[src/urxeg_defines.vh]
// Constants for the receive FIFO event gating block.
// Assumes inclusion by bare name from the top-level design module only; the bench modules do not include it.
`ifndef URXEG_DEFINES_VH
`define URXEG_DEFINES_VH
`define URXEG_DATA_W 8
`define URXEG_FIFO_DEPTH 16
`define URXEG_PTR_W 4
`define URXEG_CNT_W 5
`define URXEG_TRIG_RST 5'h01
`define URXEG_BUF_ENTRIES 2
`endif

[src/urxeg_top.v]
// Receive FIFO with DMA event and error interrupt gating.
// Assumes bytes arrive synchronous to core_clk_in with an error flag each.
// Pops come from the CPU or DMA side through a two-entry output buffer.
// The error flag travels with each byte through memory and buffer.
`timescale 1ns/1ps
`include "urxeg_defines.vh"
// Notes on behaviour
// - FIFO mode gives DMA event and CPU interrupt
// - Error interrupt fires when errored byte is taken in FIFO mode
// - Errored top byte at trigger: no event, error
// - Errored top byte landing in the output buffer emits one extra event
// - Extra event leaves N-1 bytes for N burst
// - Extra event pulses immediately on removal
// - No trigger events while error condition stands
module urxeg_top #(
    parameter DW = `URXEG_DATA_W,
    parameter AW = `URXEG_PTR_W,
    parameter CW = `URXEG_CNT_W
) (
    input wire core_clk_in,
    input wire rst_in,
    input wire ce_in,
    input wire fifo_en_in,
    input wire [CW-1:0] trig_level_in,
    input wire rx_valid_in,
    input wire [DW-1:0] rx_data_in,
    input wire rx_err_in,
    output reg rx_ready_out,
    input wire pop_ready_in,
    output reg pop_valid_out,
    output reg [DW-1:0] pop_data_out,
    output reg pop_err_out,
    output reg rx_dma_event_out,
    output reg rx_int_out,
    output reg err_int_out,
    output reg [CW-1:0] level_out,
    output reg err_cond_out
);
    localparam DEPTH = (1 << AW);
    // Read path states, one-hot
    localparam S_IDLE = 3'b001;
    localparam S_READ = 3'b010;
    localparam S_LAND = 3'b100;

    reg [AW-1:0] wr_ptr_q, rd_ptr_q;
    reg [CW-1:0] count_q;
    reg [CW-1:0] err_cnt_q;
    reg [2:0] state_q, state_d;
    reg [DW:0] buf0_q, buf1_q;
    reg [1:0] buf_n_q;
    reg trig_seen_q;
    wire [DW:0] rd_word;

    // Counter step: one up and one down may fall in the same cycle,
    // so a set and a clear of the errored count cancel instead of racing
    function [CW-1:0] adj;
        input [CW-1:0] v;
        input up;
        input dn;
        begin
            adj = v + {{(CW-1){1'b0}}, up} - {{(CW-1){1'b0}}, dn};
        end
    endfunction

    wire full = (count_q == DEPTH[CW-1:0]);
    wire push = ce_in && rx_valid_in && !full;

    // One read in flight at a time; a read starts only if its word has a
    // slot in the output buffer, so a stalled consumer never loses data
    wire buf_room = (buf_n_q == 2'b00) ||
                    (buf_n_q == 2'b01 && state_q == S_IDLE);
    wire start_rd = (state_q == S_IDLE) && (count_q != {CW{1'b0}}) && buf_room;
    wire land = (state_q == S_LAND);
    wire out_take = pop_valid_out && pop_ready_in;

    // A landing errored word is the errored top byte leaving the FIFO
    wire land_err = land && rd_word[DW];
    wire push_err = push && rx_err_in;

    // Next-cycle counts; the flags below are registered from these so that
    // the outputs line up with level_out
    wire [CW-1:0] count_nx = adj(count_q, push, start_rd);
    wire [CW-1:0] errc_nx = adj(err_cnt_q, push_err, land_err);
    wire err_now = (errc_nx != {CW{1'b0}});
    // A trigger level of zero turns the level events off
    wire at_trig = (count_nx >= trig_level_in) && (trig_level_in != {CW{1'b0}});

    // Byte and error flag stored side by side
    urxeg_mem #(.WIDTH(DW + 1), .AW(AW)) u_mem (
        .core_clk_in(core_clk_in),
        .ce_in(ce_in),
        .wr_en_in(push),
        .wr_addr_in(wr_ptr_q),
        .wr_data_in({rx_err_in, rx_data_in}),
        .rd_addr_in(rd_ptr_q),
        .rd_data_out(rd_word)
    );

    // Read sequencing: address, memory register, then buffer
    always @* begin
        case (state_q)
            S_IDLE: state_d = start_rd ? S_READ : S_IDLE;
            S_READ: state_d = S_LAND;
            S_LAND: state_d = S_IDLE;
            default: state_d = S_IDLE;
        endcase
    end

    // FIFO pointers, count and errored-entry count
    always @(posedge core_clk_in or posedge rst_in) begin
        if (rst_in) begin
            wr_ptr_q <= {AW{1'b0}};
            rd_ptr_q <= {AW{1'b0}};
            count_q <= {CW{1'b0}};
            err_cnt_q <= {CW{1'b0}};
            state_q <= S_IDLE;
        end else if (ce_in) begin
            state_q <= state_d;
            if (push) begin
                wr_ptr_q <= wr_ptr_q + 1'b1;
            end
            // The read pointer moves only as the word lands: the memory reads
            // its address every cycle, and an early move would show the next
            // slot instead. A push into the slot in flight is harmless, as the
            // memory register takes the old word no later than that push.
            if (land) begin
                rd_ptr_q <= rd_ptr_q + 1'b1;
            end
            count_q <= count_nx;
            err_cnt_q <= errc_nx; // Errored word counted until it leaves
        end
    end

    // Two-entry output buffer; buf0 is the head shown on the port
    always @(posedge core_clk_in or posedge rst_in) begin
        if (rst_in) begin
            buf0_q <= {(DW+1){1'b0}};
            buf1_q <= {(DW+1){1'b0}};
            buf_n_q <= 2'b00;
        end else if (ce_in) begin
            case ({land, out_take})
                2'b10: begin
                    if (buf_n_q == 2'b00) begin
                        buf0_q <= rd_word;
                    end else begin
                        buf1_q <= rd_word;
                    end
                    buf_n_q <= buf_n_q + 2'b01;
                end
                2'b01: begin
                    buf0_q <= buf1_q;
                    buf_n_q <= buf_n_q - 2'b01;
                end
                2'b11: begin
                    if (buf_n_q == 2'b01) begin
                        buf0_q <= rd_word;
                    end else begin
                        buf0_q <= buf1_q;
                        buf1_q <= rd_word;
                    end
                end
                default: begin
                    buf_n_q <= buf_n_q;
                end
            endcase
        end
    end

    // Registered outputs and event generation
    always @(posedge core_clk_in or posedge rst_in) begin
        if (rst_in) begin
            rx_ready_out <= 1'b0;
            pop_valid_out <= 1'b0;
            pop_data_out <= {DW{1'b0}};
            pop_err_out <= 1'b0;
            rx_dma_event_out <= 1'b0;
            rx_int_out <= 1'b0;
            err_int_out <= 1'b0;
            level_out <= {CW{1'b0}};
            err_cond_out <= 1'b0;
            trig_seen_q <= 1'b0;
        end else if (ce_in) begin
            // Ready, level and error condition come from next-cycle counts, so each output is a flop
            // Ready drops one entry early since it is registered
            rx_ready_out <= (count_nx < DEPTH[CW-1:0] - 1'b1);
            level_out <= count_nx;
            err_cond_out <= err_now;
            // Head of buffer shown after this cycle's update
            if (land && (buf_n_q == 2'b00 || (buf_n_q == 2'b01 && out_take))) begin
                pop_data_out <= rd_word[DW-1:0];
                pop_err_out <= rd_word[DW];
            end else if (out_take) begin
                pop_data_out <= buf1_q[DW-1:0];
                pop_err_out <= buf1_q[DW];
            end
            if (land) begin
                pop_valid_out <= 1'b1;
            end else if (out_take) begin
                pop_valid_out <= (buf_n_q == 2'b10);
            end
            // Error interrupt pulses as the bad byte is taken
            err_int_out <= fifo_en_in && push_err;
            // Trigger crossing edge; held while level stays at or above it
            trig_seen_q <= fifo_en_in && at_trig;
            // CPU sees a level while the count is at or above the nonzero trigger and no error stands
            rx_int_out <= fifo_en_in && at_trig && !err_now;
            // Trigger event withheld while errored bytes remain
            // Removing the errored byte emits one extra pulse
            // That pulse ignores the level, hence N-1 left for N burst
            // Pulse lasts one cycle, so it is gone before DMA re-enable
            rx_dma_event_out <= fifo_en_in &&
                ((at_trig && !trig_seen_q && !err_now) || land_err);
        end
    end
endmodule // urxeg_top

[src/urxeg_mem.v]
// Small memory holding received bytes with their error flag.
// Assumes one clock, synchronous write and registered read data.
`timescale 1ns/1ps
module urxeg_mem #(
    parameter WIDTH = 9,
    parameter AW = 4
) (
    input wire core_clk_in,
    input wire ce_in,
    input wire wr_en_in,
    input wire [AW-1:0] wr_addr_in,
    input wire [WIDTH-1:0] wr_data_in,
    input wire [AW-1:0] rd_addr_in,
    output reg [WIDTH-1:0] rd_data_out
);
    reg [WIDTH-1:0] mem [0:(1<<AW)-1];

    // Read data registered; no reset so it maps to RAM
    always @(posedge core_clk_in) begin
        if (ce_in) begin
            if (wr_en_in) begin
                mem[wr_addr_in] <= wr_data_in;
            end
            rd_data_out <= mem[rd_addr_in];
        end
    end
endmodule // urxeg_mem

[config.mk]
export PLATFORM = sky130hd
export DESIGN_NAME = urxeg_top
export DESIGN_NICKNAME = d
export VERILOG_FILES = /design/src/urxeg_top.v /design/src/urxeg_mem.v
export VERILOG_INCLUDE_DIRS = /design/src /design/src/src
export SDC_FILE = /design/constraint.sdc
export NUM_CORES = 1
export LEC_CHECK = 0
export BUFFER_PORTS_ARGS = -buffer_cell sky130_fd_sc_hd__buf_2
export CAP_MARGIN = 40
export CELL_PAD_IN_SITES_DETAIL_PLACEMENT = 0
export CELL_PAD_IN_SITES_GLOBAL_PLACEMENT = 2
export CORE_MARGIN = 3
export CORE_UTILIZATION = 40
export CTS_CLUSTER_DIAMETER = 30
export DETAILED_ROUTE_END_ITERATION = 12
export PLACE_DENSITY_LB_ADDON = 0.1
export REMOVE_ABC_BUFFERS = 1
export SYNTH_ARGS = -nofsm -noshare
export SYNTH_HDL_FRONTEND = slang
export SYNTH_SLANG_ARGS = --single-unit
[constraint.sdc]
create_clock -name core_clk_in -period 6.05 [get_ports core_clk_in]
set_input_delay 0.3025 -clock core_clk_in [delete_from_list [all_inputs] [get_ports core_clk_in]]
set_output_delay 0.3025 -clock core_clk_in [all_outputs]
set_load 0.01 [all_outputs]
# == Yosys cells after proc, flatten, opt, wreduce, memory -nomap -nowiden ==
# Memories as Yosys holds them, arrays and structs flattened. A register that Yosys moved wholly into a read port is not among the register bits.
# Cells that the tools add are included.
# op_classes
n_addsub,8
n_lt_le_gt_ge,2
eq_ne,11
mux,15
reduce_logical,37
# op_table
operator,count
9-bit two-way mux,2
9-bit one-hot mux with 2 select lines,1
1-bit logical AND,17
8-bit two-way mux,2
5-bit nonzero test,3
5-bit by 1-bit adder with 5-bit output,2
2-bit AND reduction,5
5-bit by 1-bit subtractor with 5-bit output,2
4-bit by 1-bit adder with 4-bit output (second input constant),2
2-bit nonzero test,4
1-bit two-way mux,7
2-bit == test (second input constant),3
3-bit one-hot mux with 2 select lines,1
5-bit == test (second input constant),1
5-bit greater-or-equal comparator,1
5-bit by 4-bit less-than comparator with 1-bit output (second input constant),1
2-bit by 1-bit == test with 1-bit output (second input constant),2
2-bit inequality test (second input constant),2
2-bit one-hot mux with 2 select lines,1
4-bit AND reduction,1
3-bit by 1-bit == test with 1-bit output (second input constant),1
3-bit by 2-bit == test with 1-bit output (second input constant),1
3-bit == test (second input constant),1
1-bit zero test,3
5 further kinds,7
# totals
reg_bits,48
ram_bits,144
inputBits,20
output_inout_bits,20
elab_cells,90
memories,1
# mem_list
name,words,word_bits,read_ports,rd_ports_with_merged_regs,wr,line,rtl
u_mem.mem,16,9,1,1,1,urxeg_mem.v:16,reg [WIDTH-1:0] mem [0:(1<<AW)-1];

# == Logic depth before layout (Yosys ltp) ==
# Gate-level depths: netlist of the first run.
# depth
ltp_word,11
mapped_depth,19
depth_no_buf,18

# == Cells and area by module ==
# From an unflattened synthesis of the first run, not the netlist that was laid out.
# unflattened
cells_unflattened,499
area_unflattened_um2,8491.9
# modules_own_cells
module,instances,cells_per_inst,area_per_inst_um2,seq_area_each_um2
urxeg_mem,1,255,5875.6,4594.4
urxeg_top,1,244,2616.3,1202.4

# == Worst setup path before layout of the first run ==
# Ideal clock, no wire load.
# synth_timing
path_kind,register -> register
from,"reg, netlist name level_out[2]"
to,reg trig_seen_q
setup_ps,121
arrival_time_ps,3422
t_required_ps,5929
path_slack_ps,2507
path_stages_with_launch,19
path_buffers,1
period_less_slack_ps,3543
cell_sequence,dfrtp_1 > inv_1 > ha_1 > nor3b_1 > a21oi_1 > clkbuf_1 > inv_1 > ha_1 > inv_1 > ha_1 > fa_1 > a21oi_1 > o21bai_1 > xnor2_1 > ha_1 > o21a_1 > o211ai_1 > a21oi_1 > a22o_1
# synth_rtl
element,line,rtl
end signal: assignment,urxeg_top.v:204,trig_seen_q <= fifo_en_in && at_trig;
end: declaration,urxeg_top.v:51,reg trig_seen_q;

==> results of run 1 <==
## power by group through the flow
stage	registers (uW)	logic, uW	clock network [uW]
floorplan	1910	886	0
global placement	1840	1340	0
detailed placement	1850	1360	0
CTS	1830	1360	2310
global route	1850	1510	2380
finish	1820	1340	2260
## final cells by class
class,instances,area (sq um)
Tap cell,270,338
Clock inverter,28,303
Fill cell,1718,10000
Clock buffer,49,1120
Inverter,30,113
Sequential cell,201,5800
Timing Repair Buffer,61,363
Multi-Input combinational cell,241,2480
## per-stage QoR
step / area, sq um / worst slack [ps] / std cells
after floorplan: 8370 / 2430 / 472
after global placement: 8950 / 2050 / 785
after detailed placement: 9080 / 1960 / 802
after CTS: 10500 / 1950 / 880
after global routing: 10500 / 1550 / 880
final: 10500 / 1950 / 880
## state kept, by name, indices dropped and copies added, names as in the netlist, 3 cells and up
name and flops:
state_q 3, level_out 5, u_mem.rd_data_out 9, rd_ptr_q 4, pop_data_out 8, err_cnt_q 5
wr_ptr_q 4, u_mem.mem 144, buf1_q 9
## cells by family (layout without fill, tap and decap cells)
group	count (synthesis)	in the layout	synth area share, %
adder cells (fa/ha/maj)	30	30	4.60
buffers and inverters	48	168	2.64
XOR/XNOR	18	18	1.86
flip-flops	201	201	68.4
AND/OR/NAND/NOR	77	77	4.04
AO/OA/AOI/OAI	49	49	3.39
multiplexers	67	67	15.1
## worst max-delay path, cell delays in order (launching register included)
cell,delay (ps)
dfrtp_1,390
inv_1,80
ha_1,190
nor3b_1,160
a21oi_1,700
inv_1,100
ha_1,300
inv_1,40
ha_1,200
fa_1,410
a21oi_1,140
o21bai_1,90
xnor2_1,310
ha_1,310
o21a_1,110
o211ai_1,150
a21oi_1,80
nand4b_1,130
o21ai_0,90
## synthesized netlist by cell type (2+ instances only)
library cell / number
o21ai_0: 15
buf_2: 3
clkbuf_1: 7
mux2_2: 13
buf_1: 5
mux4_2: 37
dfrtp_1: 47
o211ai_1: 4
xnor2_1: 15
edfxtp_1: 153
mux4_1: 8
mux2i_1: 9
xor2_1: 3
nand2b_1: 7
inv_1: 29
and2_1: 2
a31oi_1: 2
nor2_1: 25
fa_1: 2
nand2_1: 29
a21o_1: 2
a21oi_1: 16
o31ai_1: 2
nand3_1: 3
ha_1: 28
nor3_1: 5
buf_12: 2
## cells in the final DEF, fill, tap and decap left out, types with 3 or more instances in the layout
cell type / synthesis / final
ha_1: 28 / 28
inv_6: 0 / 6
clkinvlp_4: 0 / 4
o21ai_0: 15 / 15
bufinv_16: 0 / 5
nor3_2: 0 / 4
mux4_1: 8 / 8
edfxtp_1: 153 / 153
xor2_1: 3 / 3
buf_4: 0 / 21
clkbuf_1: 7 / 4
buf_2: 3 / 39
clkbuf_16: 0 / 43
clkinv_2: 0 / 5
mux4_2: 37 / 37
mux2_2: 13 / 13
nand2_1: 29 / 29
nand2b_1: 7 / 7
nor2_1: 25 / 25
inv_1: 29 / 28
nand3_1: 3 / 3
clkinv_1: 0 / 5
o211ai_1: 4 / 4
mux2i_1: 9 / 9
a21oi_1: 16 / 16
xnor2_1: 15 / 15
dfrtp_1: 47 / 46
clkinv_4: 0 / 3
## how the worst min path moves through the flow
stage / end / slack, ps
2_1_floorplan: state_q[0] / 350
3_3_place_gp: pop_err_out / 460
3_5_place_dp: rx_dma_event_out / 460
4_1_cts: err_int_out / 80
5_1_grt: err_int_out / 90
6_report: err_int_out / 100
## metal layers
| metal | global-route usage (%) | vias to the layer above |
|---|---|---|
| met5 | 0 | - |
| met4 | 5.44 | 0 |
| met3 | 3.96 | 29 |
| met2 | 23.9 | 101 |
| met1 | 21.2 | 2225 |
| li1 | - | 2072 |
## timing repair
action / CTS / global route
hold endpoints to repair: 47 / 0
hold buffers: 1 / 0
gates resized for setup: 0 / 0
==> reports/metrics.cfg, run 1 <==
[finish]
fin_nets = 628
areaGrowthSynthToFinish_pct = 24.0
postLayoutCoreUtil_pct = 51.1
final_layout_size_suffix_gt1_share_pct = 30.7
n_antenna_cell = 0

[power_and_ir_drop]
p_comb_share_pct = 24.7
p_int_uw = 3870
p_clk_share_pct = 41.7
seq_power_share_pct = 33.6
p_sw_uw = 1550
ir_drop_uv = 243
p_leak_uw = 0.00393
powerDensity_nw_per_um2 = 515
p_sw_share_pct = 28.6
power.total_uw = 5420

[clock_tree]
cts_buffers = 43
cts-root-buf = clkbuf_16
clock_sinks = 201
tritoncts = done
clk_latency_ps = 520
cts_max_path_buffers = 3
clkTransAtPathRegs_ps = 40
postCtsSetupBuffers = 0
htree_levels = 2

[synthesis]
syn-cell-area_sq_um = 8480
yosysSeqAreaShare_pct = 68.4
ys_ff_latch = 201
synth-main-ff-cell = edfxtp_1
synth_top_area_share_pct = 54.2
yosysWarnings = 0
postSynth.asyncResetShare_pct = 23.9
syn-mean-instance-area_sq_um = 17.3
yosys.area.top_type = edfxtp_1
synth_cell_types = 44
syn_inst = 490
ys_top_cells_by_area = edfxtp_1 54%, dfrtp_1 14%, mux4_2 9.8%
synth_edf_count = 153

[detailed_routing]
vias = 4427
wl_per_cell_um = 19.1
wl_met3_um = 888
firstDrtPassIters = 4
vias_per_cell = 5.03
met1_length_mm = 7.69
drt_iter0_drc = 214
routed_wl_mm = 16.8
highest_layer = met4
postRouteAntennaNets = 0
drc = 0
dr_wl_met2_mm = 7.87

[worst_setup_path]
cp-start-kind = flip-flop
crit_start = level_out[2]
cp.required_ps = 6420
crit_path_end_kind = flip-flop
cp_max_fo = 11
ff2ff_path_depth = 18
reg2reg_to = rx_int_out
rr_startpoint = level_out[2]
r2r_slack_ps = 1950
crit_arrival_ps = 4480
worstSetupPathType = flip-flop to flip-flop
critical_path.endpoint = rx_int_out

[floorplanning]
rows = 52
die_height_um = 152
coreArea_sq_um = 20600
die_width_um = 152
start_util_pct = 41.2
dieArea_sq_um = 23000
ios = 40

[global_routing]
antenna_found_initial = 0
grt_usage_pct = 15.4
grt_pass1_vias = 4815
grt_max_degree = 49
grt.overflow.total = 0
grt_pass1_wl_mm = 26.7

[timing]
fin_crit_sh_pct = 67.8
min_period_ps = 4100
skew_ps = 17.2
tightest_slew_ps = 866
rsz0062_at_grt = false
setup_tns_ps = 0
slew_headroom_pct = 42.3
fmax_mhz = 244
finalSetupViolations = 0
hold_viol = 0
timing.final.max_slew_violations = 0
hold_slack_ps = 103

[flow_run]
drv_cap = 0

[run_status]
status = finished, final reports clean

[place]
port_buffers = 39
hpwl_mm = 10.8
gp_congestion = 0.743

[worst_hold_path]
holdPathStages = 2
hp-class = input port to flip-flop
hold_start = fifo_en_in

(Power assumes the default switching activity.)
==> run 2, diff against run 1 <==
Settings changed: ABC_AREA set to 1.
Clock period 6.05 ns to 3.79 ns, I/O delays scaled along.
==> run 2 against run 1 <==
Global-route usage grew 2.2 points. Setup slack worse by 1500 ps. Final area rose by 3.9%. Final cell count increased by 28%. First-iteration DRC count increased by 82%. Via count up 31%. Power is 81% higher.
==> reports/metrics.cfg, run 2 <==
[global_routing]
antenna_found_initial = 0
grt_pass1_wl_mm = 32.4
grt_max_degree = 75
grt.overflow.total = 0
grt_usage_pct = 17.6
grt_pass1_vias = 5909

[synthesis]
syn-mean-instance-area_sq_um = 11.9
syn_inst = 730
yosysSeqAreaShare_pct = 66.9
ys_ff_latch = 201
ys_top_cells_by_area = edfxtp_1 53%, dfrtp_1 14%, o21ai_0 5.0%
synth_top_area_share_pct = 53.1
synth-main-ff-cell = edfxtp_1
synth_xor_area_share_pct = 1.21
synth_edf_count = 153
synth_most_common_cell = edfxtp_1
synth-simple-area-share_pct = 11.2
yosysWarnings = 0
syn-cell-area_sq_um = 8660
synth_fa_ha_area_share_pct = 4.51
synth_cell_types = 39
synth_common_cells = 153 x edfxtp_1, 114 x nor2_1, 86 x o21ai_0
yosys.area.top_type = edfxtp_1
synth_top_family_by_area = simple AND/OR/NAND/NOR gates
synthMuxAreaShare_pct = 1.04
synth-compound-area-share_pct = 11.1
postSynth.asyncResetShare_pct = 23.9

[finish]
finalInstanceArea_sq_um = 10900
reg_top3 = u_mem.mem (144), buf1_q (9), u_mem.rd_data_out (9)
largest_register_ffs = 144
fillerInstances = 1835
final_layout_size_suffix_gt1_share_pct = 18.8
mostFrequentLayoutCells = 153 x edfxtp_1, 114 x nor2_1, 86 x o21ai_0
areaGrowthSynthToFinish_pct = 26.1
regMostFlops = u_mem.mem
fin_cells = 1125
multiInputGateArea_sq_um = 2520
fin_nets = 862
n_antenna_cell = 0
seqCellArea_sq_um = 5800
final_common_cell = edfxtp_1

[floorplanning]
die_height_um = 153
ios = 40
coreArea_sq_um = 21200
die_width_um = 153
start_util_pct = 40.9
rows = 53
dieArea_sq_um = 23500

[run_status]
status = finished, final reports clean

[place]
port_buffers = 39
hpwl_mm = 12.6
gp_congestion = 0.764
placedInstanceArea_sq_um = 9270
dpl.cell_count = 1036

[clock_tree]
clock_sinks = 201
cts-root-buf = clkbuf_16
cts_resized = 0
clk_latency_ps = 530
cts_buffers = 47
postCtsSetupBuffers = 0
htree_levels = 2
cts_max_path_buffers = 3
tritoncts = done
clkTransAtPathRegs_ps = 50

[timing]
hold_slack_ps = 49.2
hold_viol = 0
min_period_ps = 3380
timing.final.max_slew_violations = 0
finalSetupViolations = 0
skew_ps = 18.5
tightest_slew_ps = 807
slew_headroom_pct = 46.2
fmax_mhz = 295
fin_crit_sh_pct = 89.3
setup_tns_ps = 0
rsz0062_at_grt = false

[detailed_routing]
vias_per_cell = 5.16
routed_wl_mm = 20.3
drt_iter0_drc = 389
wl_per_cell_um = 18.0
postRouteAntennaNets = 0
vias = 5806
firstDrtPassIters = 5
drc = 0

[worst_setup_path]
cp-start-kind = flip-flop
crit_arrival_ps = 3820
cp.required_ps = 4220
crit_path_end_kind = flip-flop
worstSetupPathType = flip-flop to flip-flop
cp_max_fo = 5

[power_and_ir_drop]
ir_drop_uv = 420
powerDensity_nw_per_um2 = 900
power.total_uw = 9830
p_leak_uw = 0.00428

[worst_hold_path]
hp-class = input port to flip-flop

[flow_run]
drv_cap = 0

[run 2: cell count changes after synthesis, sizes merged, moves of 6 or more]
cell,before,now
mux4,45,0
a21oi,16,10
clkbuf,7,25
o211ai,4,11
nand2b,7,0
nand2,29,80
nand3,3,33
xnor2,15,4
a31oi,2,10
mux2i,9,0
o21ai,16,89
inv,30,53
o221ai,0,26
nor2,26,115
[run 2: stage by stage]
| step | setup slack [ps] | util [%] |
|---|---|---|
| 2_1_floorplan | 694 | - |
| 3_3_place_gp | 500 | 43.7 |
| 3_5_place_dp | 358 | 43.8 |
| 4_1_cts | 362 | 51.6 |
| 5_1_grt | 51.0 | 51.6 |
| 6_report | 405 | 51.6 |
[run 2: power breakdown]
part           switching, uW  internal [uW]  leakage (uW)  total (uW)
clock network           1230           2820      0.000785        4050
logic                   1790            960       0.00152        2750
registers                241           2790       0.00197        3030
[run 2: cells by family after synthesis]
| logic type | Yosys count |
|---|---|
| AOI/OAI and AO/OA | 155 |
| xor gates and xnor gates | 12 |
| adders and majority gates | 30 |
| buffers and inverters | 88 |
| DFF | 201 |
| muxes | 8 |
| and+or+nand+nor | 236 |
[run 2: routing by layer]
layer / GRT usage, % / part of all wire (%)
met1: 23.3 / 45
met3: 3.40 / 4.2
met2: 29.5 / 49
met4: 5.35 / 1.9
met5: 0 / 0
[run 2: final timing paths]
kind,cells past startpoint,start,end,slack (ps)
worst max-delay path,18,level_out[2],rx_int_out,410
worst min-delay path,1,rx_data_in[3],u_mem.mem[13][3],50
worst max register to register,18,level_out[2],rx_int_out,410
worst min register to register,2,rx_ready_out,rx_ready_out,470
max in group asynchronous,4,rst_in,rd_ptr_q[0],2910
min in group asynchronous,3,rst_in,level_out[0],320
[run 2: what timing repair did]
item | CTS | global route
hold endpoints to repair | 28 | 0
hold buffers | 2 | 0
endpoints found under the setup margin | 0 | 0
[run 2: critical path, cell delays in order (launching register included)]
cell and delay (ps):
dfrtp_1 390, inv_1 80, ha_1 210, nand4_1 90
nand3_1 200, ha_1 350, inv_1 40, ha_1 200
fa_1 410, a21oi_1 150, o21bai_1 80, xor2_1 160
ha_1 310, nand2_1 70, nor2_1 100, nand2_1 60
nand3_1 80, nand3_1 110, o31ai_1 210
[run 2: area by class of cell]
class | instances | area share, %
repair buffers | 66 | 3.87
multi-input cells | 441 | 23.0
inverters | 55 | 1.89
clock buffers | 53 | 11.0
clock inverters | 34 | 3.99
flip-flops and latches | 201 | 53.1
well taps | 275 | 3.15
==> run 3, diff against run 2 <==
Settings changed: CAP_MARGIN 40 to 20, CORE_UTILIZATION 40 to 38.
Clock period 3.79 ns to 3.1 ns, I/O delays scaled along.
==> run 3 against run 2 <==
Final area up 1.7%. Final cell count up 1.8%. Global-route usage down 0.070 points. Sequential share of layout area down 0.91 points. Worst hold slack worse by 24 ps. Setup slack worse by 380 ps. Via count up 0.21%. Die area up 5.1%. Sequential cell count unchanged. Register-to-register slack worse by 380 ps. Fmax up 10%. Wire length up 3.4%. Largest power group unchanged.
==> reports/metrics.cfg, run 3 (synthesis gave the netlist of run 2 again) <==
[detailed_routing]
routed_wl_mm = 20.9
firstDrtPassIters = 4
vias_per_cell = 5.08
wl_per_cell_um = 18.3
vias = 5818
drt_iter0_drc = 294
drc = 0
postRouteAntennaNets = 0

[clock_tree]
cts_max_path_buffers = 3
cts-root-buf = clkbuf_16
clock_sinks = 201
cts_buffers = 44
tritoncts = done
clk_latency_ps = 520
clkTransAtPathRegs_ps = 40
htree_levels = 2

[finish]
mostFrequentLayoutCells = 153 x edfxtp_1, 112 x nor2_1, 86 x o21ai_0
areaGrowthSynthToFinish_pct = 28.3
final_layout_size_suffix_gt1_share_pct = 22.0
n_antenna_cell = 0
fin_nets = 879
fillerInstances = 1934
seqCellArea_sq_um = 5800
reg_top3 = u_mem.mem (144), buf1_q (9), u_mem.rd_data_out (9)
final_common_cell = edfxtp_1
regMostFlops = u_mem.mem
multiInputGateArea_sq_um = 2570
largest_register_ffs = 144

[power_and_ir_drop]
p_int_uw = 8500
seq_power_share_pct = 29.5
powerDensity_nw_per_um2 = 1130
power.total_uw = 12500
p_leak_uw = 0.00437
p_comb_share_pct = 30.5
p_clk_share_pct = 40.1
ir_drop_uv = 469
p_sw_share_pct = 32.2
p_sw_uw = 4030

[place]
port_buffers = 39
hpwl_mm = 12.8
gp_congestion = 0.785

[timing]
hold_viol = 0
skew_ps = 20.4
min_period_ps = 3080
hold_slack_ps = 24.9
setup_tns_ps = 0
timing.final.max_slew_violations = 0
slew_headroom_pct = 61.0
fmax_mhz = 325
fin_crit_sh_pct = 99.3
finalSetupViolations = 0
tightest_slew_ps = 583
rsz0062_at_grt = true

[floorplanning]
ios = 40
die_width_um = 157
start_util_pct = 39.2
coreArea_sq_um = 22100
dieArea_sq_um = 24600
die_height_um = 157
rows = 54

[worst_setup_path]
crit_arrival_ps = 3520
cp_max_fo = 2
cp.required_ps = 3540
cp-start-kind = flip-flop
worstSetupPathType = flip-flop to flip-flop
crit_path_end_kind = flip-flop

[global_routing]
grt_max_degree = 52
grt_pass1_wl_mm = 33.1
antenna_found_initial = 0
grt_pass1_vias = 5978
grt.overflow.total = 0
grt_usage_pct = 17.5

[flow_run]
drv_cap = 0

[run_status]
status = finished, final reports clean

[worst_hold_path]
hp-class = input port to flip-flop

==> run 3: cell type report <==
cell class	count	area share, %
clock buffers	48	10.2
clock inverters	34	4.28
inverters	55	1.86
multi-input cells	441	23.1
flip-flops and latches	201	52.2
well taps	280	3.15
repair buffers	86	5.20
==> run 3: final timing paths <==
kind / from / to / slack, ps / depth (start not counted)
hold reg to reg: rx_dma_event_out / rx_dma_event_out / 480 / 2
min in group asynchronous: rst_in / pop_data_out[1] / 120 / 3
hold / removal: rx_data_in[5] / u_mem.mem[13][5] / 20 / 1
setup reg to reg: level_out[3] / rx_dma_event_out / 20 / 23
max in group asynchronous: rst_in / state_q[0] / 2420 / 4
setup / recovery: level_out[3] / rx_dma_event_out / 20 / 23
==> run 3: critical path: stages (launching register included) <==
cell and delay, ps:
dfrtp_1 380, inv_2 80, ha_4 130, nand4_1 90, nand4_1 110, a21oi_2 50, ha_1 270, inv_1 40
ha_2 170, fa_2 350, a21oi_2 130, o21bai_1 90, xor2_1 170, ha_1 330, nand2_2 70, nor2_2 100
nand2_1 60, nand3_2 70, nand2_2 50, nor2_2 90, nand2_1 50, nand2_1 50, nand2_1 40, nand2_1 50
==> run 3: layer usage <==
| layer | wire [um] | vias up | track usage (%) |
|---|---|---|---|
| met5 | 0 | - | 0 |
| met2 | 10100 | 113 | 29.4 |
| met4 | 428 | 0 | 6.09 |
| li1 | - | 2822 | - |
| met3 | 939 | 40 | 3.41 |
| met1 | 9420 | 2843 | 22.9 |
==> run 3: timing repair <==
item,CTS,global route
hold buffers,2,0
endpoints found under the hold margin,49,0
resized for setup,10,5
setup endpoints to repair,3,4
buffers inserted,1,2
pin swaps,8,10
==> run 3: per-stage QoR <==
step | setup slack (ps) | util, % | cell area (sq um) | std cells
floorplan | 4.36 | - | 8520 | 697
global placement | -43.0 | 42.5 | 9390 | 1057
detailed placement | -137 | 42.5 | 9390 | 1057
CTS | -44.8 | 50.1 | 11100 | 1142
global route | -263 | 50.3 | 11100 | 1145
finish | 21.8 | 50.3 | 11100 | 1145
==> run 3: power groups by stage <==
stage | combinational [uW] | sequential, uW | clock, uW
floorplan | 2090 | 3840 | 0
global placement | 3580 | 3720 | 0
detailed placement | 3640 | 3730 | 0
CTS | 3790 | 3700 | 5120
global route | 4320 | 3750 | 5280
finish | 3810 | 3690 | 5020
